## config.mk

```make
export PLATFORM = sky130hd
export DESIGN_NAME = hvp_packer
export DESIGN_NICKNAME = d
export VERILOG_FILES = /design/src/logic/hvp_pkg.sv /design/src/logic/hvp_packer.sv
export VERILOG_INCLUDE_DIRS = /design/src /design/src/logic
export SDC_FILE = /design/constraint.sdc
export NUM_CORES = 2
export LEC_CHECK = 0
export BUFFER_PORTS_ARGS = -buffer_cell sky130_fd_sc_hd__buf_4
export CORE_UTILIZATION = 45
export CTS_CLUSTER_SIZE = 14
export DETAILED_ROUTE_END_ITERATION = 16
export PLACE_DENSITY_LB_ADDON = 0.05
export REMOVE_ABC_BUFFERS = 1
export SYNTH_ARGS = -nofsm -noshare
export SYNTH_HDL_FRONTEND = slang
export SYNTH_SLANG_ARGS = --single-unit
export TNS_END_PERCENT = 1
```

## constraint.sdc

```tcl
create_clock -name CLOCK -period 13.2 [get_ports CLOCK]
set_input_delay 2.64 -clock CLOCK [delete_from_list [all_inputs] [get_ports CLOCK]]
set_output_delay 2.64 -clock CLOCK [all_outputs]
set_load 0.02 [all_outputs]
```

## src/logic/hvp_params.svh

```systemverilog
// Constants of the coefficient coder and macro block packer
`ifndef HVP_PARAMS_SVH
`define HVP_PARAMS_SVH

// Register offsets and fields
`define HVP_CTRL_OFS      8'h00
`define HVP_STAT_OFS      8'h04
`define HVP_OVF_OFS       8'h08
`define HVP_CTRL_STA_F    3:0
`define HVP_CTRL_QNO_F    7:4
`define HVP_CTRL_EN_B     8

// Macro block and segment geometry
`define HVP_LAST_BYTE     7'd76
`define HVP_SEG_LAST_MB   3'd4
`define HVP_LAST_BLK      3'd7
`define HVP_HDR_BITS      10'd8
`define HVP_BIG_BITS      10'd80
`define HVP_SMALL_BITS    10'd64
`define HVP_BIG_AREAS     3'd6

// Code words
`define HVP_HDR_WORD_LEN  5'd12
`define HVP_MODE_RSVD     1'b1
`define HVP_EOB_CODE      16'h0006
`define HVP_EOB_LEN       5'd4
`define HVP_ESC_AMP_PFX   7'h7F
`define HVP_ESC_AMP_MIN   8'd23
`define HVP_ESC_AMP_LEN   5'd15
`define HVP_ESC_RUN_PFX   7'h7E
`define HVP_ESC_RUN_LEN   5'd13
`define HVP_ESC_RUN_MIN   6'd6
`define HVP_Z01_CODE      16'h07CE
`define HVP_Z01_LEN       5'd11
`define HVP_Z25_CODE      16'h0FAC
`define HVP_Z25_LEN       5'd12
`define HVP_Z25_MIN       6'd2
`define HVP_WORD_BITS     5'd16

`endif

```

## src/logic/hvp_pkg.sv

```systemverilog
// Types of the coefficient coder and macro block packer
package hvp_pkg;

    typedef enum logic [1:0] {
        HVP_SYM_HDR,
        HVP_SYM_AC,
        HVP_SYM_END,
        HVP_SYM_NONE
    } hvp_kind_t;

    typedef struct packed {
        hvp_kind_t   kind;
        logic [8:0]  dc;
        logic        mode;
        logic [1:0]  cls;
        logic [5:0]  run;
        logic [7:0]  amp;
        logic        sign;
    } hvp_sym_t;

    typedef struct packed {
        logic        psel;
        logic        penable;
        logic        pwrite;
        logic [7:0]  paddr;
        logic [31:0] pwdata;
    } hvp_apb_req_t;

    typedef struct packed {
        logic [7:0]  data;
        logic        valid;
        logic        last;
        logic        seg_last;
    } hvp_mb_out_t;

    typedef struct packed {
        logic        valid;
        logic [2:0]  blk;
        logic [10:0] bits;
    } hvp_ovf_t;

    typedef enum logic [1:0] {
        HVP_IDLE,
        HVP_SHIFT,
        HVP_OUT
    } hvp_state_t;

    typedef struct packed {
        hvp_state_t       st;
        logic [15:0]      sh;
        logic [4:0]       left;
        logic             pend;
        logic [7:0]       pend_amp;
        logic             pend_sign;
        logic             end_blk;
        logic [2:0]       blk;
        logic [10:0]      bitpos;
        logic [10:0]      ovf;
        logic [76:0][7:0] mb;
        logic [2:0]       mbcnt;
        logic [6:0]       oidx;
        logic             sym_ready;
        hvp_mb_out_t      mbo;
        hvp_ovf_t         ovfo;
        logic [3:0]       status;
        logic [3:0]       qidx;
        logic             en;
        logic [31:0]      prdata;
        logic             pready;
        logic             pslverr;
    } hvp_regs_t;

endpackage

```

## src/logic/hvp_packer.sv

```systemverilog
// Coefficient coder and compressed macro block packer with APB control
//
// Functional notes
// - Sign bit follows every nonzero amplitude word
// - Block terminator is 0110, no sign
// - Zero runs 0 and 1: eleven-bit words
// - Zero runs 2 to 5: twelve-bit words
// - Zero runs 6 to 61: escape plus run
// - Run-0 amplitudes 23 to 255: escape, amplitude, sign
// - Five macro blocks of 77 bytes per segment
// - Each macro block carries four-bit status nibble
// - Status nibble restricted to defined codes
// - Status 0111 marks inserted error code
// - Status 1111 marks unlocated error
// - Four-bit quantization index per macro block
// - Header word: DC, mode bit, class
// - Mode bit forced to 1 after first block
// - Luma, red areas 80 bits; blue 64
// - Block words fill its area MSB first
// - Sign is 0 positive, 1 negative
// - Missing pair splits into zero run, amplitude
// - Terminator directly follows last code word
//
// Added by the designer: the APB slave port and the placing of the registers.
`timescale 1ns/10ps
`include "hvp_params.svh"

module hvp_packer (
    input  wire logic                  CLOCK,     // System clock
    input  wire logic                  RESET_N,   // Asynchronous reset
    input  wire hvp_pkg::hvp_apb_req_t APB_REQ,   // APB request
    output logic [31:0]                PRDATA,    // APB read data
    output logic                       PREADY,    // APB ready
    output logic                       PSLVERR,   // APB error
    input  wire hvp_pkg::hvp_sym_t     SYM_IN,    // Quantizer symbol
    input  wire logic                  SYM_VALID, // Symbol valid
    output logic                       SYM_READY, // Symbol taken when high
    output hvp_pkg::hvp_mb_out_t       MB_OUT,    // Packed macro block bytes
    input  wire logic                  MB_READY,  // Byte consumer ready
    output hvp_pkg::hvp_ovf_t          OVF_OUT    // Per-block overflow report
);

    hvp_pkg::hvp_regs_t s_r;
    hvp_pkg::hvp_regs_t s_nxt;
    logic [21:0]        w;
    logic [9:0]         abs_bit;
    logic [8:0]         ac_hdr;

    //--------------------------------------------------------------
    // Code tables
    //--------------------------------------------------------------
    function automatic logic [15:0] align(input logic [15:0] c, input logic [4:0] l);
        align = 16'(c << (`HVP_WORD_BITS - l));
    endfunction

    // Zero amplitude run word, returns {len, code}
    function automatic logic [20:0] zrun_word(input logic [5:0] r);
        if (r < `HVP_Z25_MIN)
            zrun_word = {`HVP_Z01_LEN, `HVP_Z01_CODE | 16'(r[0])};
        else if (r < `HVP_ESC_RUN_MIN)
            zrun_word = {`HVP_Z25_LEN, `HVP_Z25_CODE | 16'(2'(r - `HVP_Z25_MIN))};
        else
            zrun_word = {`HVP_ESC_RUN_LEN, 3'h0, `HVP_ESC_RUN_PFX, r};
    endfunction

    // Nonzero amplitude word without sign, returns {found, len, code}
    function automatic logic [21:0] ac_word(input logic [5:0] r, input logic [7:0] a);
        logic [21:0] t;
        t = '0;
        if (r == 6'h00 && a >= `HVP_ESC_AMP_MIN) begin
            t = {1'b1, `HVP_ESC_AMP_LEN, 1'b0, `HVP_ESC_AMP_PFX, a};
        end else begin
            case ({r, a})
                14'h0001: t = {1'b1, 5'h02, 16'h0000};
                14'h0002: t = {1'b1, 5'h03, 16'h0002};
                14'h0003: t = {1'b1, 5'h04, 16'h0008};
                14'h0004: t = {1'b1, 5'h04, 16'h0009};
                14'h0005: t = {1'b1, 5'h05, 16'h0016};
                14'h0006: t = {1'b1, 5'h05, 16'h0017};
                14'h0007: t = {1'b1, 5'h06, 16'h0032};
                14'h0008: t = {1'b1, 5'h06, 16'h0033};
                14'h0009: t = {1'b1, 5'h07, 16'h006D};
                14'h000A: t = {1'b1, 5'h07, 16'h006E};
                14'h000B: t = {1'b1, 5'h07, 16'h006F};
                14'h000C: t = {1'b1, 5'h08, 16'h00EA};
                14'h000D: t = {1'b1, 5'h08, 16'h00EB};
                14'h000E: t = {1'b1, 5'h08, 16'h00EC};
                14'h000F: t = {1'b1, 5'h08, 16'h00ED};
                14'h0010: t = {1'b1, 5'h08, 16'h00EE};
                14'h0011: t = {1'b1, 5'h08, 16'h00EF};
                14'h0012: t = {1'b1, 5'h09, 16'h01EB};
                14'h0013: t = {1'b1, 5'h09, 16'h01EC};
                14'h0014: t = {1'b1, 5'h09, 16'h01ED};
                14'h0015: t = {1'b1, 5'h09, 16'h01EE};
                14'h0016: t = {1'b1, 5'h09, 16'h01EF};
                14'h0101: t = {1'b1, 5'h04, 16'h0007};
                14'h0102: t = {1'b1, 5'h05, 16'h0015};
                14'h0103: t = {1'b1, 5'h07, 16'h006B};
                14'h0104: t = {1'b1, 5'h07, 16'h006C};
                14'h0105: t = {1'b1, 5'h08, 16'h00E7};
                14'h0106: t = {1'b1, 5'h08, 16'h00E8};
                14'h0107: t = {1'b1, 5'h08, 16'h00E9};
                14'h0108: t = {1'b1, 5'h09, 16'h01EA};
                14'h0109: t = {1'b1, 5'h0A, 16'h03E4};
                14'h010A: t = {1'b1, 5'h0A, 16'h03E5};
                14'h010B: t = {1'b1, 5'h0A, 16'h03E6};
                14'h010C: t = {1'b1, 5'h0B, 16'h07D3};
                14'h010D: t = {1'b1, 5'h0B, 16'h07D4};
                14'h010E: t = {1'b1, 5'h0B, 16'h07D5};
                14'h0201: t = {1'b1, 5'h05, 16'h0014};
                14'h0202: t = {1'b1, 5'h07, 16'h006A};
                14'h0203: t = {1'b1, 5'h08, 16'h00E6};
                14'h0204: t = {1'b1, 5'h09, 16'h01E8};
                14'h0205: t = {1'b1, 5'h09, 16'h01E9};
                14'h0206: t = {1'b1, 5'h0A, 16'h03E3};
                14'h0301: t = {1'b1, 5'h06, 16'h0030};
                14'h0302: t = {1'b1, 5'h08, 16'h00E4};
                14'h0303: t = {1'b1, 5'h09, 16'h01E6};
                14'h0304: t = {1'b1, 5'h0A, 16'h03E1};
                14'h0305: t = {1'b1, 5'h0A, 16'h03E2};
                14'h0306: t = {1'b1, 5'h0B, 16'h07D2};
                14'h0401: t = {1'b1, 5'h06, 16'h0031};
                14'h0402: t = {1'b1, 5'h08, 16'h00E5};
                14'h0403: t = {1'b1, 5'h09, 16'h01E7};
                14'h0404: t = {1'b1, 5'h0B, 16'h07D1};
                14'h0501: t = {1'b1, 5'h07, 16'h0068};
                14'h0502: t = {1'b1, 5'h09, 16'h01E4};
                14'h0503: t = {1'b1, 5'h0A, 16'h03E0};
                14'h0601: t = {1'b1, 5'h07, 16'h0069};
                14'h0602: t = {1'b1, 5'h09, 16'h01E5};
                14'h0603: t = {1'b1, 5'h0B, 16'h07D0};
                14'h0701: t = {1'b1, 5'h08, 16'h00E0};
                14'h0801: t = {1'b1, 5'h08, 16'h00E1};
                14'h0901: t = {1'b1, 5'h08, 16'h00E2};
                14'h0A01: t = {1'b1, 5'h08, 16'h00E3};
                14'h0B01: t = {1'b1, 5'h09, 16'h01E0};
                14'h0C01: t = {1'b1, 5'h09, 16'h01E1};
                14'h0D01: t = {1'b1, 5'h09, 16'h01E2};
                14'h0E01: t = {1'b1, 5'h09, 16'h01E3};
                default:  t = '0;
            endcase
        end
        ac_word = t;
    endfunction

    // Appends the sign bit below the code word
    function automatic logic [20:0] signed_word(input logic [20:0] u, input logic s);
        signed_word = {5'(u[20:16] + 5'h01), u[14:0], s};
    endfunction

    function automatic logic status_ok(input logic [3:0] v);
        case (v)
            4'h0, 4'h2, 4'h4, 4'h6, 4'h7: status_ok = 1'b1;
            4'hA, 4'hC, 4'hE, 4'hF:       status_ok = 1'b1;
            default:                      status_ok = 1'b0;
        endcase
    endfunction

    // Areas Y0..Y3, CR0, CR1 of 80 bits, then CB0, CB1 of 64 bits
    function automatic logic [9:0] area_start(input logic [2:0] b);
        if (b < `HVP_BIG_AREAS)
            area_start = `HVP_HDR_BITS + 10'(b) * `HVP_BIG_BITS;
        else
            area_start = `HVP_HDR_BITS + 10'(`HVP_BIG_AREAS) * `HVP_BIG_BITS
                       + 10'(3'(b - `HVP_BIG_AREAS)) * `HVP_SMALL_BITS;
    endfunction

    function automatic logic [10:0] area_len(input logic [2:0] b);
        area_len = (b < `HVP_BIG_AREAS) ? 11'(`HVP_BIG_BITS) : 11'(`HVP_SMALL_BITS);
    endfunction

    //--------------------------------------------------------------
    // Next state
    //--------------------------------------------------------------
    always_comb begin
        s_nxt = s_r;
        w = '0;
        abs_bit = '0;
        ac_hdr = '0;
        s_nxt.ovfo.valid = 1'b0;
        s_nxt.pready = 1'b0;
        s_nxt.pslverr = 1'b0;

        // APB setup: answer is ready in the access cycle
        if (APB_REQ.psel && !APB_REQ.penable) begin
            s_nxt.pready = 1'b1;
            s_nxt.prdata = '0;
            case (APB_REQ.paddr)
                `HVP_CTRL_OFS: begin
                    s_nxt.prdata = 32'({s_r.en, s_r.qidx, s_r.status});
                    s_nxt.pslverr = APB_REQ.pwrite
                                  && !status_ok(APB_REQ.pwdata[`HVP_CTRL_STA_F]);
                end
                `HVP_STAT_OFS: begin
                    s_nxt.prdata = 32'({s_r.st != hvp_pkg::HVP_IDLE, s_r.blk, s_r.mbcnt});
                    s_nxt.pslverr = APB_REQ.pwrite;
                end
                `HVP_OVF_OFS: begin
                    s_nxt.prdata = 32'({s_r.ovfo.blk, s_r.ovfo.bits});
                    s_nxt.pslverr = APB_REQ.pwrite;
                end
                default: s_nxt.pslverr = 1'b1;
            endcase
        end
        if (APB_REQ.psel && APB_REQ.penable && s_r.pready && !s_r.pslverr
            && APB_REQ.pwrite && APB_REQ.paddr == `HVP_CTRL_OFS) begin
            s_nxt.status = APB_REQ.pwdata[`HVP_CTRL_STA_F];
            s_nxt.qidx = APB_REQ.pwdata[`HVP_CTRL_QNO_F];
            s_nxt.en = APB_REQ.pwdata[`HVP_CTRL_EN_B];
        end

        case (s_r.st)
            hvp_pkg::HVP_IDLE: begin
                if (SYM_VALID && s_r.sym_ready) begin
                    s_nxt.st = hvp_pkg::HVP_SHIFT;
                    s_nxt.pend = 1'b0;
                    s_nxt.end_blk = 1'b0;
                    case (SYM_IN.kind)
                        hvp_pkg::HVP_SYM_HDR: begin
                            ac_hdr = SYM_IN.dc;
                            s_nxt.bitpos = '0;
                            s_nxt.ovf = '0;
                            s_nxt.sh = align({4'h0, ac_hdr,
                                (s_r.blk == 3'h0) ? SYM_IN.mode : `HVP_MODE_RSVD,
                                SYM_IN.cls}, `HVP_HDR_WORD_LEN);
                            s_nxt.left = `HVP_HDR_WORD_LEN;
                        end
                        hvp_pkg::HVP_SYM_AC: begin
                            w = ac_word(SYM_IN.run, SYM_IN.amp);
                            if (SYM_IN.amp == 8'h00) begin
                                w = {1'b1, zrun_word(SYM_IN.run)};
                            end else if (w[21]) begin
                                w = {1'b1, signed_word(w[20:0], SYM_IN.sign)};
                            end else begin
                                w = {1'b1, zrun_word(6'(SYM_IN.run - 6'h01))};
                                s_nxt.pend = 1'b1;
                                s_nxt.pend_amp = SYM_IN.amp;
                                s_nxt.pend_sign = SYM_IN.sign;
                            end
                            s_nxt.sh = align(w[15:0], w[20:16]);
                            s_nxt.left = w[20:16];
                        end
                        hvp_pkg::HVP_SYM_END: begin
                            s_nxt.sh = align(`HVP_EOB_CODE, `HVP_EOB_LEN);
                            s_nxt.left = `HVP_EOB_LEN;
                            s_nxt.end_blk = 1'b1;
                        end
                        default: s_nxt.st = hvp_pkg::HVP_IDLE;
                    endcase
                end
            end
            hvp_pkg::HVP_SHIFT: begin
                // One bit per cycle into the block's area, excess counted
                if (s_r.bitpos < area_len(s_r.blk)) begin
                    abs_bit = area_start(s_r.blk) + s_r.bitpos[9:0];
                    s_nxt.mb[abs_bit[9:3]][~abs_bit[2:0]] = s_r.sh[15];
                end else begin
                    s_nxt.ovf = 11'(s_r.ovf + 11'h001);
                end
                s_nxt.bitpos = 11'(s_r.bitpos + 11'h001);
                s_nxt.sh = 16'(s_r.sh << 1);
                s_nxt.left = 5'(s_r.left - 5'h01);
                if (s_r.left == 5'h01) begin
                    if (s_r.pend) begin
                        w = ac_word(6'h00, s_r.pend_amp);
                        w = {1'b1, signed_word(w[20:0], s_r.pend_sign)};
                        s_nxt.sh = align(w[15:0], w[20:16]);
                        s_nxt.left = w[20:16];
                        s_nxt.pend = 1'b0;
                    end else if (s_r.end_blk) begin
                        s_nxt.ovfo.valid = 1'b1;
                        s_nxt.ovfo.blk = s_r.blk;
                        s_nxt.ovfo.bits = s_nxt.ovf;
                        s_nxt.blk = 3'(s_r.blk + 3'h1);
                        s_nxt.end_blk = 1'b0;
                        if (s_r.blk == `HVP_LAST_BLK) begin
                            s_nxt.st = hvp_pkg::HVP_OUT;
                            s_nxt.mb[0] = {s_r.status, s_r.qidx};
                            s_nxt.mbo.data = {s_r.status, s_r.qidx};
                            s_nxt.mbo.valid = 1'b1;
                            s_nxt.mbo.last = 1'b0;
                            s_nxt.mbo.seg_last = 1'b0;
                            s_nxt.oidx = '0;
                        end else begin
                            s_nxt.st = hvp_pkg::HVP_IDLE;
                        end
                    end else begin
                        s_nxt.st = hvp_pkg::HVP_IDLE;
                    end
                end
            end
            hvp_pkg::HVP_OUT: begin
                if (MB_READY && s_r.mbo.valid) begin
                    if (s_r.oidx == `HVP_LAST_BYTE) begin
                        s_nxt.mbo = '0;
                        s_nxt.mb = '0;
                        s_nxt.blk = '0;
                        s_nxt.st = hvp_pkg::HVP_IDLE;
                        s_nxt.mbcnt = (s_r.mbcnt == `HVP_SEG_LAST_MB) ? 3'h0
                                    : 3'(s_r.mbcnt + 3'h1);
                    end else begin
                        s_nxt.oidx = 7'(s_r.oidx + 7'h01);
                        s_nxt.mbo.data = s_r.mb[s_nxt.oidx];
                        s_nxt.mbo.last = (s_nxt.oidx == `HVP_LAST_BYTE);
                        s_nxt.mbo.seg_last = (s_nxt.oidx == `HVP_LAST_BYTE)
                                           && (s_r.mbcnt == `HVP_SEG_LAST_MB);
                    end
                end
            end
            default: s_nxt.st = hvp_pkg::HVP_IDLE;
        endcase

        s_nxt.sym_ready = (s_nxt.st == hvp_pkg::HVP_IDLE) && s_nxt.en;
    end

    //--------------------------------------------------------------
    // State register
    //--------------------------------------------------------------
    always_ff @(posedge CLOCK or negedge RESET_N) begin
        if (!RESET_N) begin
            s_r <= '0;
        end else begin
            s_r <= s_nxt;
        end
    end

    assign PRDATA = s_r.prdata;
    assign PREADY = s_r.pready;
    assign PSLVERR = s_r.pslverr;
    assign SYM_READY = s_r.sym_ready;
    assign MB_OUT = s_r.mbo;
    assign OVF_OUT = s_r.ovfo;

endmodule

```

==> flow_summary.toml <==
[synth]
ys_seq_area_frac = 0.428
yosys-top-cells-count = "o21ai_0 (1327), dfrtp_1 (737), a21oi_1 (673)"
ys_ff_latch = 737
synth_edf_count = 0
yosysWarnings = 0
synth.most_common_cell = "o21ai_0"
synth_area_leader_cell = "dfrtp_1"
syn_inst = 4726
avgSynthCellArea_um2 = 9.11
netlist.area_leader.share = 0.428
async_flop_share = 1.00
netlist_top_cells_area = "dfrtp_1 (43%), o21ai_0 (15%), mux4_2 (10%), a21oi_1 (7.8%), clkbuf_1 (3.0%)"
synth_area_mm2 = 0.0431
synth_ff_type = "dfrtp_1"
synthDistinctLibCells = 98

[floorplan]
io_pins = 137
start_util = 0.454
coreArea_mm2 = 0.0949
die_h_um = 311
die_w_um = 311
dieArea_mm2 = 0.0969
rows = 113

[critical_path]
max_stage_delay_ns = 0.82
cp.arrival_ns = 8.10
worstPathMaxFanout = 16
end_kind = "flip-flop"
crit_path_start_kind = "primary input"
crit_path_cell_trace = "buf_4 > inv_1 > ha_1 > nand2_1 > nor2_1 > nor2_1 > and4_1 > a211oi_4 > inv_2 > ha_1 > inv_1 > a21oi_1 > nor2_1 > mux4_2 > nand3b_1 > a21oi_1"
path_buf_inv = 4
setup.worst_path.start = "SYM_IN[10]"
path_class = "in2reg"
worstPathRequired_ns = 13.78
crit_family = "simple AND/OR/NAND/NOR gates"
cpMostUsedCell = "nor2_1"
critPathSlowestCell = "nor2_1"
r2r-start = "s_r[723]"

[run_status]
status = "completed"

[cts]
hold_buffers = 0
cts.path.max_buffers = 3
cts_tree = "done"
clock_latency_ns = 0.67
cts.clk_slew.worst_paths_ns = 0.06
cts-buffers-inserted = 86
postCtsSetupRepairBufs = 0
clock-sinks = 737
htree_levels = 3
cts.repair.resized = 0
root_buffer = "clkbuf_16"

[detailed_routing]
dr.pass1.iters = 8
vias_per_cell = 6.61
first_iter_violations = 4398
antenna_left = 0
vias = 38600
drt-total-wl_mm = 157
drc_errors = 0
wire_per_inst_um = 26.8

[placed_design]
io_buffers = 95
place_ws_ns = 4.97
dp_cells = 5686
dpl_cell_area_mm2 = 0.0441
dp_hpwl_mm = 94.2
gp_congestion = 0.929

[run]
cap_viol_max_count = 0

[timing]
max_freq_mhz = 133
drv_slew = 0
rsz0062_at_grt = "false"
setup_violations = 0
slew_headroom = 0.171
fin_crit_ns = 7.52
worst_pin_slew_ns = 1.24
post-route-period-util = 0.569
worst_slack_ns = 5.68
holdWs_ns = 0.482
clock_skew_ns = 0.0189
hold_violations = 0

[global_routing]
met1_usage = 0.457
antenna_found_initial = 4
grt-busiest-layer = "met2"
grt_max_degree = 258
grt_pass1_wl_mm = 240
gr-usage-met3 = 0.0572
use_met2 = 0.481
grt_usage = 0.318
grt_pass1_vias = 37200
gr-total-overflow = 0

[min_path]
hp-class = "reg2reg"
min_from = "MB_OUT[1]"

[finish]
design_area_mm2 = 0.0471
stdcell_count = 5841
multi_input_area_mm2 = 0.0226
antenna-diode-count = 0
area_growth_pct = 9.35
drive_gt1_frac = 0.131
nets = 4628
fillCellCount = 8958
ff_latch_area_mm2 = 0.0184

[pwr]
p_leak_nw = 18.5
ir_drop_v = 0.0000985
power_density_mw_per_mm2 = 119
-- power by group --
part	internal [mW]	leakage, nW	switching (mW)
logic	0.149	6.90	0.552
clock network	1.55	1.48	1.02
registers	2.30	10.2	0.0527
total	4.00	18.5	1.62
-- registers in the layout (all words and copies together), names as in the netlist --
name	count
s_r	694
OVF_OUT	15
PRDATA	14
MB_OUT	11
PREADY	1
PSLVERR	1
SYM_READY	1
-- metal layers --
metal	share of wire	routed length, µm
met1	0.43	67900
met2	0.46	71300
met3	0.076	11900
met4	0.035	5540
met5	0.00033	51
-- layout make-up --
class / count / share of cell area
clock inverter: 34 / 0.00973
tap: 1265 / 0.0336
timing repair buffer: 160 / 0.0265
clock buffer: 121 / 0.0546
inverter: 41 / 0.00327
multi-input combinational: 3483 / 0.481
sequential: 737 / 0.392
-- cell usage in the layout, fill, tap and decap left out, types with 22 or more instances in the layout --
cell type	Yosys	layout
a21oi_1	673	673
a221oi_1	22	22
a22o_1	24	24
a31oi_1	38	38
buf_4	60	156
clkbuf_16	0	91
dfrtp_1	737	736
ha_1	42	41
inv_1	40	40
mux2i_1	30	30
mux4_2	199	199
nand2_1	304	296
nand3_1	60	59
nor2_1	230	229
nor3_1	35	32
o21ai_0	1327	1327
xnor2_1	31	30
-- worst reg2reg max path, delay by kind of cell, from the launching register on --
kind	cells	cell delay [ns]
xor+xnor	1	0.93
mux	1	0.31
fa+ha+maj	2	1.20
flops	1	0.55
compound gates	5	1.15
simple gates	4	0.97
buf+inv	2	0.55
-- per-stage QoR --
| step | power (mW) | util | TNS (ns) |
|---|---|---|---|
| after floorplan | 2.71 | - | -2686.93 |
| after global placement | 3.07 | 0.464 | 0 |
| after detailed placement | 3.07 | 0.464 | 0 |
| after CTS | 5.64 | 0.496 | 0 |
| after global routing | 5.79 | 0.496 | 0 |
| final | 5.62 | 0.496 | 0 |
-- cells by family after synthesis --
group | after synthesis | share of synthesized area
AO/OA/AOI/OAI | 2303 | 0.290
AND/OR/NAND/NOR | 815 | 0.0893
flip-flops | 737 | 0.428
buffers and inverters | 523 | 0.0522
multiplexers | 251 | 0.117
XOR/XNOR | 53 | 0.0110
adder cells (fa/ha/maj) | 43 | 0.0127
other | 1 | 0.0000871
-- path summary, 6_finish.rpt --
path | slack, ns | depth (start not counted) | end
setup / recovery | 5.68 | 16 | s_r[744]
hold / removal | 0.48 | 2 | MB_OUT[1]
setup reg to reg | 7.47 | 15 | s_r[743]
hold reg to reg | 0.48 | 2 | MB_OUT[1]
max in group asynchronous | 8.82 | 3 | s_r[498]
min in group asynchronous | 1.95 | 1 | s_r[727]
Power figures use the tool's default switching activity.
